<file path="src/hw/otrd_cfg.svh">
// Purpose: constants for the offset trim and rate detect register slice
// Assumes: byte-wide register port, 8-bit page offsets
// Notes:   offsets are byte addresses within the test page
`ifndef OTRD_CFG_SVH
`define OTRD_CFG_SVH

// ****************************************
// register offsets
// ****************************************
`define OTRD_ADDR_L_CM_TRIM    8'h47
`define OTRD_ADDR_R_DIFFERENTIAL_PATH_TRIM  8'h48
`define OTRD_ADDR_R_CM_TRIM    8'h49
`define OTRD_ADDR_RSVD_A       8'h4a
`define OTRD_ADDR_RSVD_B       8'h4b
`define OTRD_ADDR_MON_HIGH     8'h4c
`define OTRD_ADDR_MON_LOW      8'h4d
`define OTRD_ADDR_MIN_COUNT    8'h4e
`define OTRD_ADDR_RSVD_C       8'h4f
`define OTRD_ADDR_MAX_COUNT    8'h50
`define OTRD_ADDR_RSVD_D       8'h51
`define OTRD_ADDR_UNLOCK_FIRST 8'h3f
`define OTRD_ADDR_UNLOCK_SEC   8'h40

// ****************************************
// fields and reset values
// ****************************************
`define OTRD_TRIM_RESET        8'h00
`define OTRD_LIMIT_WIDTH       5
`define OTRD_LIMIT_RESET       5'h00
`define OTRD_MON_WIDTH         9
`define OTRD_COUNT_WIDTH       12
`define OTRD_MIN_COUNT_DOC     12'd863
`define OTRD_MAX_COUNT_DOC     12'd2479
`define OTRD_UNLOCK_FIRST_VAL  8'h5a
`define OTRD_UNLOCK_SEC_VAL    8'ha5

`endif

</file>
<file path="src/hw/otrd_pkg.sv">
// Purpose: types for the offset trim and rate detect register slice
// Assumes: nothing
// Notes:   constants live in otrd_cfg.svh
package otrd_pkg;
    typedef enum logic [1:0] {
        OTRD_RATE_UNKNOWN,
        OTRD_RATE_IS_48K,
        OTRD_RATE_OTHER
    } otrd_rate_type;
endpackage

</file>
<file path="src/hw/otrd_regs.sv">
// Purpose: test-page offset trims, offset monitor and 48 kHz rate limits
// Assumes: byte register port synchronous to sys_clk, one-cycle strobes
// Notes:   read data registered, valid one cycle after the read strobe
//
// Functional notes
// - left common-mode trim byte, read/write, resets zero
// - common-mode trim code inverted quarter-millivolt steps
// - right differential trim byte, read/write, resets zero
// - right common-mode trim byte, same inverted coding
// - nine-bit left differential monitor across two bytes
// - monitor code non-inverted quarter-millivolt two's complement
// - five-bit minimum oscillator count limit field
// - five-bit maximum oscillator count limit field
// - locked page blocks writes, reads return zero, except the two unlock words
`timescale 1ns/100ps
`include "otrd_cfg.svh"
module otrd_regs
    import otrd_pkg::*;
(
    // clock and reset
    input  wire logic                          sys_clk,
    input  wire logic                          rst_b,
    // register port
    input  wire logic                          reg_wr,
    input  wire logic                          reg_rd,
    input  wire logic [7:0]                    reg_addr,
    input  wire logic [7:0]                    reg_wdata,
    output logic      [7:0]                    reg_rdata,
    output logic                               reg_rvalid,
    // compensator side
    input  wire logic [`OTRD_MON_WIDTH-1:0]    left_differential_path_monitor,
    output logic      [7:0]                    left_cm_trim,
    output logic      [7:0]                    right_differential_path_trim,
    output logic      [7:0]                    right_cm_trim,
    // rate detector side
    input  wire logic                          count_valid,
    input  wire logic [`OTRD_COUNT_WIDTH-1:0]  osc_count,
    output logic                               rate_is_48k,
    output logic                               page_unlocked
);

    logic [7:0]                   unlock_word_first;
    logic [7:0]                   unlock_word_second;
    logic [`OTRD_LIMIT_WIDTH-1:0] rate48_min_limit;
    logic [`OTRD_LIMIT_WIDTH-1:0] rate48_max_limit;
    logic [`OTRD_MON_WIDTH-1:0]   monitor_live;
    logic [7:0]                   next_rdata;
    logic                         unlocked;
    logic                         page_wr;
    otrd_rate_type                rate_state;

    // ****************************************
    // helpers
    // ****************************************
    function automatic logic [`OTRD_COUNT_WIDTH-1:0] widen_limit(input logic [`OTRD_LIMIT_WIDTH-1:0] f);
        widen_limit = {{(`OTRD_COUNT_WIDTH-`OTRD_LIMIT_WIDTH){1'b0}}, f};
    endfunction

    function automatic logic is_addr(input logic [7:0] a, input logic [7:0] b);
        is_addr = (a == b);
    endfunction

    // ****************************************
    // unlock words
    // ****************************************
    always_ff @(posedge sys_clk) begin
        if (!rst_b) begin
            unlock_word_first <= 8'h00;
        end else if (reg_wr && is_addr(reg_addr, `OTRD_ADDR_UNLOCK_FIRST)) begin
            unlock_word_first <= reg_wdata;
        end
    end

    always_ff @(posedge sys_clk) begin
        if (!rst_b) begin
            unlock_word_second <= 8'h00;
        end else if (reg_wr && is_addr(reg_addr, `OTRD_ADDR_UNLOCK_SEC)) begin
            unlock_word_second <= reg_wdata;
        end
    end

    assign unlocked = (unlock_word_first == `OTRD_UNLOCK_FIRST_VAL)
                   && (unlock_word_second == `OTRD_UNLOCK_SEC_VAL);
    assign page_wr  = reg_wr && unlocked;

    always_ff @(posedge sys_clk) begin
        if (!rst_b) begin
            page_unlocked <= 1'b0;
        end else begin
            page_unlocked <= unlocked;
        end
    end

    // ****************************************
    // manual offset trims
    // ****************************************
    always_ff @(posedge sys_clk) begin
        if (!rst_b) begin
            left_cm_trim <= `OTRD_TRIM_RESET;
        end else if (page_wr && is_addr(reg_addr, `OTRD_ADDR_L_CM_TRIM)) begin
            // code passes through untouched; inverted sense is analog side
            left_cm_trim <= reg_wdata;
        end
    end

    always_ff @(posedge sys_clk) begin
        if (!rst_b) begin
            right_differential_path_trim <= `OTRD_TRIM_RESET;
        end else if (page_wr && is_addr(reg_addr, `OTRD_ADDR_R_DIFFERENTIAL_PATH_TRIM)) begin
            // code passes through untouched; inverted sense is analog side
            right_differential_path_trim <= reg_wdata;
        end
    end

    always_ff @(posedge sys_clk) begin
        if (!rst_b) begin
            right_cm_trim <= `OTRD_TRIM_RESET;
        end else if (page_wr && is_addr(reg_addr, `OTRD_ADDR_R_CM_TRIM)) begin
            // code passes through untouched; inverted sense is analog side
            right_cm_trim <= reg_wdata;
        end
    end

    // ****************************************
    // rate limits
    // ****************************************
    always_ff @(posedge sys_clk) begin
        if (!rst_b) begin
            rate48_min_limit <= `OTRD_LIMIT_RESET;
        end else if (page_wr && is_addr(reg_addr, `OTRD_ADDR_MIN_COUNT)) begin
            rate48_min_limit <= reg_wdata[`OTRD_LIMIT_WIDTH-1:0];
        end
    end

    always_ff @(posedge sys_clk) begin
        if (!rst_b) begin
            rate48_max_limit <= `OTRD_LIMIT_RESET;
        end else if (page_wr && is_addr(reg_addr, `OTRD_ADDR_MAX_COUNT)) begin
            rate48_max_limit <= reg_wdata[`OTRD_LIMIT_WIDTH-1:0];
        end
    end

    // ****************************************
    // monitor capture
    // ****************************************
    // sampled each cycle, never written by the port
    always_ff @(posedge sys_clk) begin
        if (!rst_b) begin
            monitor_live <= '0;
        end else begin
            monitor_live <= left_differential_path_monitor;
        end
    end

    // ****************************************
    // read mux
    // ****************************************
    always_comb begin
        next_rdata = 8'h00;
        if (is_addr(reg_addr, `OTRD_ADDR_UNLOCK_FIRST)) begin
            next_rdata = unlock_word_first;
        end else if (is_addr(reg_addr, `OTRD_ADDR_UNLOCK_SEC)) begin
            next_rdata = unlock_word_second;
        end else if (!unlocked) begin
            next_rdata = 8'h00;
        end else if (is_addr(reg_addr, `OTRD_ADDR_L_CM_TRIM)) begin
            next_rdata = left_cm_trim;
        end else if (is_addr(reg_addr, `OTRD_ADDR_R_DIFFERENTIAL_PATH_TRIM)) begin
            next_rdata = right_differential_path_trim;
        end else if (is_addr(reg_addr, `OTRD_ADDR_R_CM_TRIM)) begin
            next_rdata = right_cm_trim;
        end else if (is_addr(reg_addr, `OTRD_ADDR_MON_HIGH)) begin
            next_rdata = {7'h00, monitor_live[8]};
        end else if (is_addr(reg_addr, `OTRD_ADDR_MON_LOW)) begin
            next_rdata = monitor_live[7:0];
        end else if (is_addr(reg_addr, `OTRD_ADDR_MIN_COUNT)) begin
            next_rdata = {3'h0, rate48_min_limit};
        end else if (is_addr(reg_addr, `OTRD_ADDR_MAX_COUNT)) begin
            next_rdata = {3'h0, rate48_max_limit};
        end
    end

    always_ff @(posedge sys_clk) begin
        if (!rst_b) begin
            reg_rvalid <= 1'b0;
        end else begin
            reg_rvalid <= reg_rd;
        end
    end

    // read data holds until the next read
    always_ff @(posedge sys_clk) begin
        if (!rst_b) begin
            reg_rdata <= 8'h00;
        end else if (reg_rd) begin
            reg_rdata <= next_rdata;
        end
    end

    // ****************************************
    // rate detection
    // ****************************************
    otrd_rate_window u_rate_window (
        .sys_clk     (sys_clk),
        .rst_b       (rst_b),
        .count_valid (count_valid),
        .osc_count   (osc_count),
        .min_limit   (widen_limit(rate48_min_limit)),
        .max_limit   (widen_limit(rate48_max_limit)),
        .rate_state  (rate_state)
    );

    always_ff @(posedge sys_clk) begin
        if (!rst_b) begin
            rate_is_48k <= 1'b0;
        end else begin
            rate_is_48k <= (rate_state == OTRD_RATE_IS_48K);
        end
    end

endmodule

</file>
<file path="src/hw/otrd_rate_window.sv">
// Purpose: inclusive window check of a measured oscillator count
// Assumes: limits already widened to count width
// Notes:   result registered
`timescale 1ns/100ps
`include "otrd_cfg.svh"
module otrd_rate_window
    import otrd_pkg::*;
(
    // clock and reset
    input  wire logic                          sys_clk,
    input  wire logic                          rst_b,
    // measurement
    input  wire logic                          count_valid,
    input  wire logic [`OTRD_COUNT_WIDTH-1:0]  osc_count,
    input  wire logic [`OTRD_COUNT_WIDTH-1:0]  min_limit,
    input  wire logic [`OTRD_COUNT_WIDTH-1:0]  max_limit,
    // result
    output otrd_rate_type                      rate_state
);

    // ****************************************
    // window compare
    // ****************************************
    always_ff @(posedge sys_clk) begin
        if (!rst_b) begin
            rate_state <= OTRD_RATE_UNKNOWN;
        end else if (count_valid) begin
            if (osc_count >= min_limit && osc_count <= max_limit) begin
                rate_state <= OTRD_RATE_IS_48K;
            end else begin
                rate_state <= OTRD_RATE_OTHER;
            end
        end
    end

endmodule

</file>
<file path="config.mk">
export PLATFORM = sky130hd
export DESIGN_NAME = otrd_regs
export DESIGN_NICKNAME = d
export VERILOG_FILES = /design/src/hw/otrd_pkg.sv /design/src/hw/otrd_regs.sv /design/src/hw/otrd_rate_window.sv
export VERILOG_INCLUDE_DIRS = /design/src /design/src/hw
export SDC_FILE = /design/constraint.sdc
export NUM_CORES = 1
export LEC_CHECK = 0
export BUFFER_PORTS_ARGS = -buffer_cell sky130_fd_sc_hd__buf_2
export CAP_MARGIN = 40
export CORE_MARGIN = 10
export CORE_UTILIZATION = 55
export CTS_BUF_LIST = sky130_fd_sc_hd__clkbuf_4
export CTS_CLUSTER_SIZE = 25
export DETAILED_ROUTE_END_ITERATION = 10
export PLACE_DENSITY = 0.83
export SYNTH_ARGS = -nofsm -noshare
export SYNTH_HDL_FRONTEND = slang
export SYNTH_SLANG_ARGS = --single-unit
export TNS_END_PERCENT = 50
</file>
<file path="constraint.sdc">
create_clock -name sys_clk -period 2.8 [get_ports sys_clk]
set_clock_uncertainty 0.2 [all_clocks]
set_input_delay 0.28 -clock sys_clk [delete_from_list [all_inputs] [get_ports sys_clk]]
set_output_delay 0.28 -clock sys_clk [all_outputs]
set_load 0.05 [all_outputs]
</file>
* After elaboration in Yosys (flattened, before gate mapping)
Index checks and enable logic that the tools add are counted.
Word-level totals: output and inout port bits 35, bits in registers 72
Cells by class: reductions and logical operators 10, order comparisons 2, eq/ne operators 12, muxes and demuxes 11
Operators by type and width (count):
- 8-bit by 7-bit == test with 1-bit output, second input constant | 9
- 8-bit two-way mux | 8
- 12-bit by 5-bit greater-or-equal comparator with 1-bit output | 1
- 12-bit by 5-bit <= comparator with 1-bit output | 1
- 1-bit logical AND | 10
- 5-bit two-way mux | 2
- 8-bit by 6-bit == test with 1-bit output, second input constant | 1
- 8-bit == test, second input constant | 1
- 2-bit by 1-bit == test with 1-bit output, second input constant | 1
- 2-bit two-way mux | 1

* Depth between registers and ports, before layout
Gate-level depths: netlist of run 1.
depth in word-level cells 11, depth in mapped cells 7

* By module
A second synthesis of run 1 with hierarchy kept.
Unflattened totals: cell total of the unflattened synthesis 436, area total of the unflattened synthesis 4063.9 µm²
By module, submodules not included:
- otrd_regs | cells an instance 344, instances 1, area each 3375.7 µm², sequential area each 1401.3 µm²
- otrd_rate_window | cells an instance 92, instances 1, area each 688.2 µm², sequential area each 40.0 µm²

* Least setup slack after synthesis of run 1
Ideal clock, no wire load.
kind register -> register, start register unlock_word_second[3], end register right_differential_path_trim[5], arrival 1.947 ns, clock period less this slack 2.264 ns, cell stages (with the launch flop) 7, path buffers 1, required time 2.484 ns, path slack 0.536 ns, library setup time 0.116 ns, cells stage by stage dfxtp_1 or4b_4 nor4_4 nand4_4 buf_6 nand3_1 o21ai_2
On the way: word-level cells in the longest chain between the ends 4
RTL lines:
- from (decl) | RTL line otrd_regs.sv:43 | logic [7:0] unlock_word_second;
- from (signal assigned) | RTL line otrd_regs.sv:78 | unlock_word_second <= reg_wdata;
- 8-bit == test (no source line)
- 1-bit logical AND | RTL line otrd_regs.sv:82 | assign unlocked = (unlock_word_first == `OTRD_UNLOCK_FIRST_VAL)
- 1-bit logical AND | RTL line otrd_regs.sv:84 | assign page_wr = reg_wr && unlocked;
- 1-bit logical AND | RTL line otrd_regs.sv:109 | end else if (page_wr && is_addr(reg_addr, `OTRD_ADDR_R_DIFFERENTIAL_PATH_TRIM)) begin
- to (signal assigned) | RTL line otrd_regs.sv:108 | right_differential_path_trim <= `OTRD_TRIM_RESET;
- to (signal assigned) | RTL line otrd_regs.sv:111 | right_differential_path_trim <= reg_wdata;
- to (decl) | RTL line otrd_regs.sv:33 | output logic [7:0] right_differential_path_trim,
No other way between the ends. A chain may end at the register's enable or synchronous reset.

* Worst setup path after layout of run 1
start register unlock_word_second[3], end register right_differential_path_trim[7]
The elaborated chain is that of the path after synthesis.

==> reports/qor.yml, run 1 <==
status: "completed"
clock-root-buffer: "clkbuf_4"
slew_viol_final: 0
cp_num_buf_inv: 0
fin_ws_ns: 0.374
syn_area_um2: 3550
yosys_register_bits: 72
clock-sinks: 72
ant_nets: 0
finalCritPeriodShare_pct: 86.6
clkPwrFrac_pct: 36.9
leakage_nw: 1.73
vias_per_cell: 5.94
p_int_mw: 1.47
start_kind: "flip-flop"
min_path_type: "input port to flip-flop"
crit_type: "flip-flop to flip-flop"
relSlewSlack_pct: 64.4
worst_pin_slew_ns: 0.530
post_drt_wl_per_cell_um: 17.6
arrival_ns: 2.54
cts_tree: "yes"
grt_pass1_wl_um: 16200
period_needed_ns: 2.43
seq_area_frac_synth_pct: 40.6
num_antenna_cells: 0
cts_buffer_depth: 2
die-area_um2: 10100
rows: 29
synth_nets: 444
io_pins: 77
pwr-share-seq_pct: 52.9
core_area_um2: 6310
drive_gt1_share_pct: 26.5
ir_worst_vdd_mv: 0.408
multi_input_area_um2: 1950
combPwrFrac_pct: 10.2
drtIter0Drc: 295
required_ns: 2.91
crit_path_top_delay_cell: "or4b_4"
clk_pin_slew_ns: 0.12
drc: 0
cts_made_buffers: 9
p_sw_uw: 497
start_util_pct: 56.2
fp.dieH_um: 100
preCtsSetupSlack_ns: 0.370
synthArstFlopShare_pct: 0
gp_congestion: 0.913
finalHoldViolations: 0
grt_pass1_vias: 3299
hpwl_um: 7400
p_sw_share_pct: 25.2
register_area_um2: 1440
rsz0062_at_grt: "no"
nFillCells: 528
power_density_nw_per_um2: 458
grt_use_total_pct: 19.5
fin_tns_setup_ns: 0
ys_types: 58
crit_fanout: 16
path_cells: "or4b_4, nor4_4, nand4_4, nand3_1, o21ai_2"
grt_max_degree: 34
io_buffers: 76
h-tree-depth: 3
synth.avg_cell_area_um2: 9.05
die_x_um: 100
synth_edf_count: 0
cp_top_family: "simple AND/OR/NAND/NOR gates"
drt-total-wl_um: 9920
finalSetupViolations: 0
clock_latency_ns: 0.42
drtPass1Iterations: 5
cp-end-kind: "flip-flop"
gr-total-overflow: 0
max_freq_mhz: 412
synthToLayoutAreaGrowth_pct: 21.5
ys.flop_type: "dfxtp_1"
whs_ns: 0.0103
num_vias: 3350
antenna_found_initial: 0
maxCapViolations: 0
max_stage_delay_ns: 0.56
ys_warn_count: 0
syn-instance-count: 392
fin_nets: 534
worst register-to-register path, delay by kind of cell, from the launching register on:
| family | cells | cell delay, ns |
|---|---|---|
| flip-flops | 1 | 0.35 |
| AO/OA/AOI/OAI | 1 | 0.07 |
| AND/OR/NAND/NOR | 4 | 1.69 |
cell type report:
type                            count  share of cell area [%]
Sequential cell                    72                    33.4
Multi-Input combinational cell    284                    45.2
Timing Repair Buffer              102                    14.5
Inverter                           13                    1.13
Tap cell                           77                    2.24
Clock buffer                        9                    1.57
Clock inverter                      7                    2.00
synth_stat cells (all sizes together) (2+ instances only):
cell	number	area, um2
a21oi	11	55.1
and2	18	114
a221o	2	20.0
a211oi	2	15.0
a221oi	6	52.6
nor2	11	41.3
nor4b	2	23.8
a21o	2	15.0
and3	2	12.5
nand2b	5	31.3
a222oi	3	30.0
nor4	3	33.8
nand2	25	93.8
o22ai	3	18.8
clkbuf	15	56.3
nor2b	14	87.6
or4b	3	37.5
a31oi	3	18.8
nand4	3	40.0
mux2i	14	140
dfxtp	72	1440
a31o	7	61.3
and3b	2	17.5
a22o	4	35.0
a2bb2oi	5	43.8
o211ai	3	22.5
nand4b	2	17.5
o21ai	54	300
a21boi	8	60.1
nor3b	2	15.0
buf	8	55.1
nand3	43	245
ha	10	125
inv	13	48.8
routing by layer:
layer  GRT usage, %  routed length, um  vias up
met5              0                  0        -
met4           5.33                144        0
met3           6.59                908       14
met2           30.0               4570      144
met1           25.5               4300     1570
li1               -                  -     1622
power groups by stage:
stage          clock (mW)  sequential (mW)  combinational [mW]
5_1_grt             0.773             1.04               0.217
3_5_place_dp            0             1.07               0.177
2_1_floorplan           0             1.08              0.0893
3_3_place_gp            0             1.07               0.172
6_report            0.729             1.04               0.200
4_1_cts             0.733             1.04               0.198
path summary, 6_finish.rpt:
kind	cells after the start	slack, ns	startpoint	to
max reg2reg	5	0.37	unlock_word_second[3]	right_differential_path_trim[7]
min reg2reg	2	0.30	right_differential_path_trim[5]	right_differential_path_trim[5]
min	3	0.01	osc_count[7]	u_rate_window.rate_state[1]
max	5	0.37	unlock_word_second[3]	right_differential_path_trim[7]
kinds of logic (layout without fill, tap and decap cells):
kind of cell,Yosys count,after routing,share of synthesized area [%]
AND/OR/NAND/NOR,144,144,25.6
buffers and inverters,36,131,4.51
adder cells (fa/ha/maj),10,10,3.53
AO/OA/AOI/OAI,116,116,21.8
flip-flops,72,72,40.6
multiplexers,14,14,3.95
through the flow:
step / cells / utilization, % / power [mW] / area (um2)
detailed placement: 529 / 62.8 / 1.24 / 3970
global placement: 529 / 62.8 / 1.24 / 3970
finish: 564 / 68.3 / 1.97 / 4310
global route: 564 / 68.3 / 2.04 / 4310
floorplan: 392 / - / 1.17 / 3550
CTS: 564 / 68.3 / 1.97 / 4310
flip-flops by register name, indices dropped and copies added, names as in the netlist:
signal                        cells
u_rate_window.rate_state          2
rate_is_48k                       1
unlock_word_second                8
left_cm_trim                      8
unlock_word_first                 8
reg_rdata                         8
monitor_live                      9
right_differential_path_trim      8
right_cm_trim                     8
rate48_min_limit                  5
rate48_max_limit                  5
page_unlocked                     1
reg_rvalid                        1
cell usage in the layout (no fill, tap or decap), drive strengths merged, types with 3 or more instances in the layout:
master       count
mux2i           14
nand2           25
nand2b           5
nor2b           14
a31oi            3
or4b             3
nand4            3
a21boi           8
o211ai           3
and2            18
a2bb2oi          5
inv             13
nor4             3
a221oi           6
a21oi           11
dfxtp           72
a31o             7
o21ai           54
nand3           43
ha              10
dlygate4sd3     19
clkbuf           9
nor2            11
buf             83
a22o             4
clkinv           5
a222oi           3
o22ai            3
repair_timing:
item / in CTS / in global routing
hold buffers: 19 / 0
endpoints found under the hold margin: 27 / 0
resized for setup: 0 / 0
setup buffers: 0 / 0
No activity file was read; power rests on OpenSTA's default activity.
==> run 2, diff against run 1 <==
--- a/config.mk
+++ b/config.mk
@@ -9,11 +9,12 @@
 export BUFFER_PORTS_ARGS = -buffer_cell sky130_fd_sc_hd__buf_2
 export CAP_MARGIN = 40
 export CORE_MARGIN = 10
-export CORE_UTILIZATION = 55
+export CORE_UTILIZATION = 45
 export CTS_BUF_LIST = sky130_fd_sc_hd__clkbuf_4
 export CTS_CLUSTER_SIZE = 25
 export DETAILED_ROUTE_END_ITERATION = 10
-export PLACE_DENSITY = 0.83
+export PLACE_DENSITY = 0.7
+export SLEW_MARGIN = 30
 export SYNTH_ARGS = -nofsm -noshare
 export SYNTH_HDL_FRONTEND = slang
 export SYNTH_SLANG_ARGS = --single-unit
==> constraint.sdc (replaced) <==
create_clock -name sys_clk -period 2.5 [get_ports sys_clk]
set_clock_uncertainty 0.2 [all_clocks]
set_input_delay 0.25 -clock sys_clk [delete_from_list [all_inputs] [get_ports sys_clk]]
set_output_delay 0.25 -clock sys_clk [all_outputs]
set_load 0.05 [all_outputs]
==> run 2 against run 1 <==
Non-clock buffer count grew 5. Via count shrank 2.1%. Sequential share of layout area shrank 0.61 points. Global-route usage shrank 2.3 points. Flip-flop and latch count is the same. Die area grew 18%. Worst setup slack lost 0.31 ns. Core utilization shrank 11 points. Sequential power grew 13%. Wire length grew 1.7%. Critical path depth grew 1. Clock power grew 3.0%.
==> reports/qor.yml, run 2 (synthesis gave the netlist of run 1 again) <==
design_area_um2: 4390
drt-total-wl_um: 10100
nFillCells: 727
finalCritPeriodShare_pct: 97.5
power_density_nw_per_um2: 490
period_needed_ns: 2.44
start_util_pct: 46.1
post_drt_wl_per_cell_um: 17.0
grt_max_degree: 41
h-tree-depth: 3
drc: 0
ant_nets: 0
grt_pass1_vias: 3321
leakage_nw: 1.76
mostFrequentLayoutCell: "buf_2"
status: "completed"
drtIter0Drc: 181
worst_path_most_repeated_cell: "dlygate4sd3_1"
postPlaceCellArea_um2: 4030
min_path_type: "input port to flip-flop"
num_vias: 3279
finalSetupViolations: 0
largest_reg_flops: 9
maxCapViolations: 0
rsz0062_at_grt: "no"
fin_tns_setup_ns: 0
post-place-cells: 558
max_stage_delay_ns: 0.61
fin_util_pct: 57.1
rows: 32
num_antenna_cells: 0
hpwl_um: 7650
required_ns: 2.60
cp_num_buf_inv: 4
fp.dieH_um: 109
die_x_um: 109
path_cells: "dlygate4sd3_1, buf_2, nor4b_4, dlygate4sd3_1, a41oi_1, dlygate4sd3_1"
relSlewSlack_pct: 56.9
crit_cells: 6
core_area_um2: 7690
clock-root-buffer: "clkbuf_4"
cp-end-kind: "flip-flop"
r2r_cells: 7
stdcell_count: 594
cts_tree: "yes"
ir_worst_vdd_mv: 0.328
cp_top_family: "buffers and inverters"
drive_gt1_share_pct: 27.6
max_freq_mhz: 410
crit_path_top_delay_cell: "dlygate4sd3_1"
io_buffers: 76
start_kind: "input port"
grt_pass1_wl_um: 16400
finalHoldViolations: 0
die-area_um2: 11800
slew_viol_final: 0
antenna_found_initial: 0
io_pins: 77
clock-sinks: 72
grt_use_total_pct: 17.2
gr-total-overflow: 0
final_cell_mix: "buf_2 (76), dfxtp_1 (72), o21ai_0 (46)"
clk_pin_slew_ns: 0.12
regMostFlops: "monitor_live"
cts_buffer_depth: 2
gp_congestion: 0.930
cts_made_buffers: 9
clock_latency_ns: 0.42
whs_path_depth: 2
fin_nets: 539
crit_fanout: 2
worst_pin_slew_ns: 0.646
total_power_mw: 2.15
crit_type: "input port to flip-flop"
drtPass1Iterations: 4
synthToLayoutAreaGrowth_pct: 23.7
arrival_ns: 2.54
vias_per_cell: 5.52
## run 2: final cells by class
type                            count  area (um2)  share of cell area [%]
Clock buffer                       10        75.1                    1.71
Clock inverter                      6        67.6                    1.54
Inverter                           13        48.8                    1.11
Multi-Input combinational cell    284        1970                    44.8
Sequential cell                    72        1440                    32.8
Tap cell                          102         128                    2.91
Timing Repair Buffer              107         663                    15.1
## run 2: final timing paths
check                                  start                               to  slack [ns]
max                            osc_count[11]      u_rate_window.rate_state[1]        0.06
min                                   reg_rd                       reg_rvalid        0.03
max reg2reg              rate48_min_limit[0]      u_rate_window.rate_state[1]        0.11
min reg2reg  right_differential_path_trim[1]  right_differential_path_trim[1]        0.30
## run 2: timing repair
item	CTS	global route
hold endpoints to repair	32	0
endpoints found under the setup margin	0	1
buffers inserted	0	0
hold buffers	20	0
gates resized for setup	0	3
## run 2: layer usage
metal	vias to the layer above	GRT usage, %	share of wire [%]
met4	0	6.31	2.1
li1	1640	-	-
met3	20	3.89	7.0
met1	1509	22.1	45
met2	110	27.6	46
met5	-	0	0
## run 2: worst register-to-register path, cell delays in order, from the launching register on
cell and delay [ns]:
dfxtp_1 0.39, ha_1 0.24, nand2b_1 0.14, a21o_1 0.19, a211oi_2 0.28, o21bai_1 0.12
a41oi_1 0.19, dlygate4sd3_1 0.60
## run 2: metrics by stage
stage | hold WS [ns] | setup WS (ns)
after floorplan | 0.177 | 0.236
after global placement | 0.258 | 0.121
after detailed placement | 0.262 | 0.0712
after CTS | 0.0138 | 0.0854
after global routing | 0.0206 | 0.0186
final | 0.0263 | 0.0629
## run 2: power by group
| group | switching [mW] | leakage (nW) | total, mW | internal (mW) |
|---|---|---|---|---|
| clock | 0.430 | 0.0750 | 0.751 | 0.322 |
| sequential | 0.00719 | 0.584 | 1.17 | 1.16 |
| combinational | 0.134 | 1.10 | 0.229 | 0.0954 |
==> run 3, diff against run 2 <==
--- a/config.mk
+++ b/config.mk
@@ -14,6 +14,7 @@
 export CTS_CLUSTER_SIZE = 25
 export DETAILED_ROUTE_END_ITERATION = 10
 export PLACE_DENSITY = 0.7
+export RECOVER_POWER = 25
 export SLEW_MARGIN = 30
 export SYNTH_ARGS = -nofsm -noshare
 export SYNTH_HDL_FRONTEND = slang
==> run 3 against run 2 <==
Sequential share of layout area grew 0.15 points. Via count grew 0.18%. Highest routed layer unchanged. Flip-flop and latch count is the same. Non-clock buffer count is the same.
==> reports/qor.yml, run 3 (synthesis gave the netlist of run 1 again) <==
crit_path_top_delay_cell: "dlygate4sd3_1"
die_x_um: 109
ir_worst_vdd_mv: 0.327
critPathLaunch: "osc_count[11]"
drc: 0
largest_reg_flops: 9
die-area_um2: 11800
status: "completed"
cts_buffer_depth: 2
fin_tns_setup_ns: 0
worst_pin_slew_ns: 0.741
drtPass1Iterations: 4
num_vias: 3285
fin_nets: 539
grt_pass1_vias: 3321
mostFrequentLayoutCell: "dfxtp_1"
leakage_nw: 1.70
multi_input_area_um2: 1970
grt_use_total_pct: 17.2
regMostFlops: "monitor_live"
power_density_nw_per_um2: 491
required_ns: 2.60
vias_per_cell: 5.53
nFillCells: 730
drive_gt1_share_pct: 24.8
gr-total-overflow: 0
drtIter0Drc: 197
critPathCapture: "u_rate_window.rate_state[1]"
finalCritPeriodShare_pct: 97.5
crit_fanout: 2
h-tree-depth: 3
finalHoldViolations: 0
rows: 32
io_pins: 77
cts_made_buffers: 9
io_buffers: 76
whs_ns: 0.0269
r2r_slack_ns: 0.12
start_util_pct: 46.1
path_cells: "dlygate4sd3_1, buf_2, nor4b_4, dlygate4sd3_1, a41oi_1, dlygate4sd3_1"
cp-end-kind: "flip-flop"
num_antenna_cells: 0
finalSetupViolations: 0
max_stage_delay_ns: 0.61
clock_latency_ns: 0.42
fp.dieH_um: 109
register_area_um2: 1440
post_drt_wl_per_cell_um: 17.0
cts_tree: "yes"
cts_setup_buffers: 0
arrival_ns: 2.54
slew_viol_final: 0
preCtsSetupSlack_ns: 0.0712
start_kind: "input port"
period_needed_ns: 2.44
worst_path_most_repeated_cell: "dlygate4sd3_1"
hpwl_um: 7650
r2r-end: "u_rate_window.rate_state[1]"
clock-root-buffer: "clkbuf_4"
ant_nets: 0
regToRegStartpoint: "rate48_min_limit[0]"
relSlewSlack_pct: 50.6
final_cell_mix: "dfxtp_1 (72), buf_2 (63), o21ai_0 (46)"
r2r_cells: 7
grt_max_degree: 41
crit_type: "input port to flip-flop"
min_path_type: "input port to flip-flop"
maxCapViolations: 0
grt_pass1_wl_um: 16400
rsz0062_at_grt: "no"
fin_ws_ns: 0.0615
core_area_um2: 7690
clock-sinks: 72
gp_congestion: 0.930
clk_pin_slew_ns: 0.12
drt-total-wl_um: 10100
max_freq_mhz: 410
synthToLayoutAreaGrowth_pct: 23.2
antenna_found_initial: 0
==> run 3: cell count changes in the layout (fill, tap and decap cells not counted) <==
cell / change
and2_0: +4
clkbuf_1: +14
buf_2: -13
and2_1: -4
buf_4: -1
==> run 3: routing by layer <==
metal	vias to the layer above	global-route usage [%]	routed length (um)
met5	-	0	0
met4	0	6.31	214
met3	20	3.89	745
met2	122	27.6	4580
met1	1505	22.1	4540
li1	1638	-	-
==> run 3: power breakdown <==
part           internal [mW]  leakage (nW)  switching [mW]
Sequential              1.16         0.584         0.00736
Clock                  0.322        0.0750           0.429
Combinational         0.0938          1.04           0.134
Total                   1.58          1.70           0.570
==> run 3: what timing repair did <==
action	CTS	global route
endpoints found under the setup margin	0	1
hold endpoints to repair	32	0
resized for setup	0	3
hold buffers	20	0
==> run 3: layout make-up <==
type / instances / share of cell area [%]
Inverter: 13 / 1.12
Tap cell: 102 / 2.92
Timing Repair Buffer: 107 / 14.7
Multi-Input combinational cell: 284 / 45.0
Sequential cell: 72 / 33.0
Clock inverter: 6 / 1.55
Clock buffer: 10 / 1.72
==> run 3: stage by stage <==
stage          instances  util, %  total power [mW]  instance area (um2)
2_1_floorplan        392        -              1.31                 3550
3_3_place_gp         558     52.4              1.39                 4030
3_5_place_dp         558     52.4              1.39                 4030
4_1_cts              594     56.8              2.15                 4370
5_1_grt              594     56.8              2.23                 4370
6_report             594     56.8              2.15                 4370
==> run 3: critical path, delay by kind of cell <==
family | cells | cell delay, ns
buf+inv | 4 | 1.89
simple gates | 1 | 0.28
compound gates | 1 | 0.13
==> run 3: worst min path at each step <==
stage,from,end,slack (ns),depth (start not counted)
finish,reg_rd,reg_rvalid,0.03,2
global route,reg_rd,reg_rvalid,0.02,2
CTS,reg_rd,reg_rvalid,0.01,2
detailed placement,left_differential_path_monitor[7],monitor_live[7],0.26,2
global placement,left_differential_path_monitor[0],monitor_live[0],0.26,2
floorplan,left_differential_path_monitor[0],monitor_live[0],0.18,1
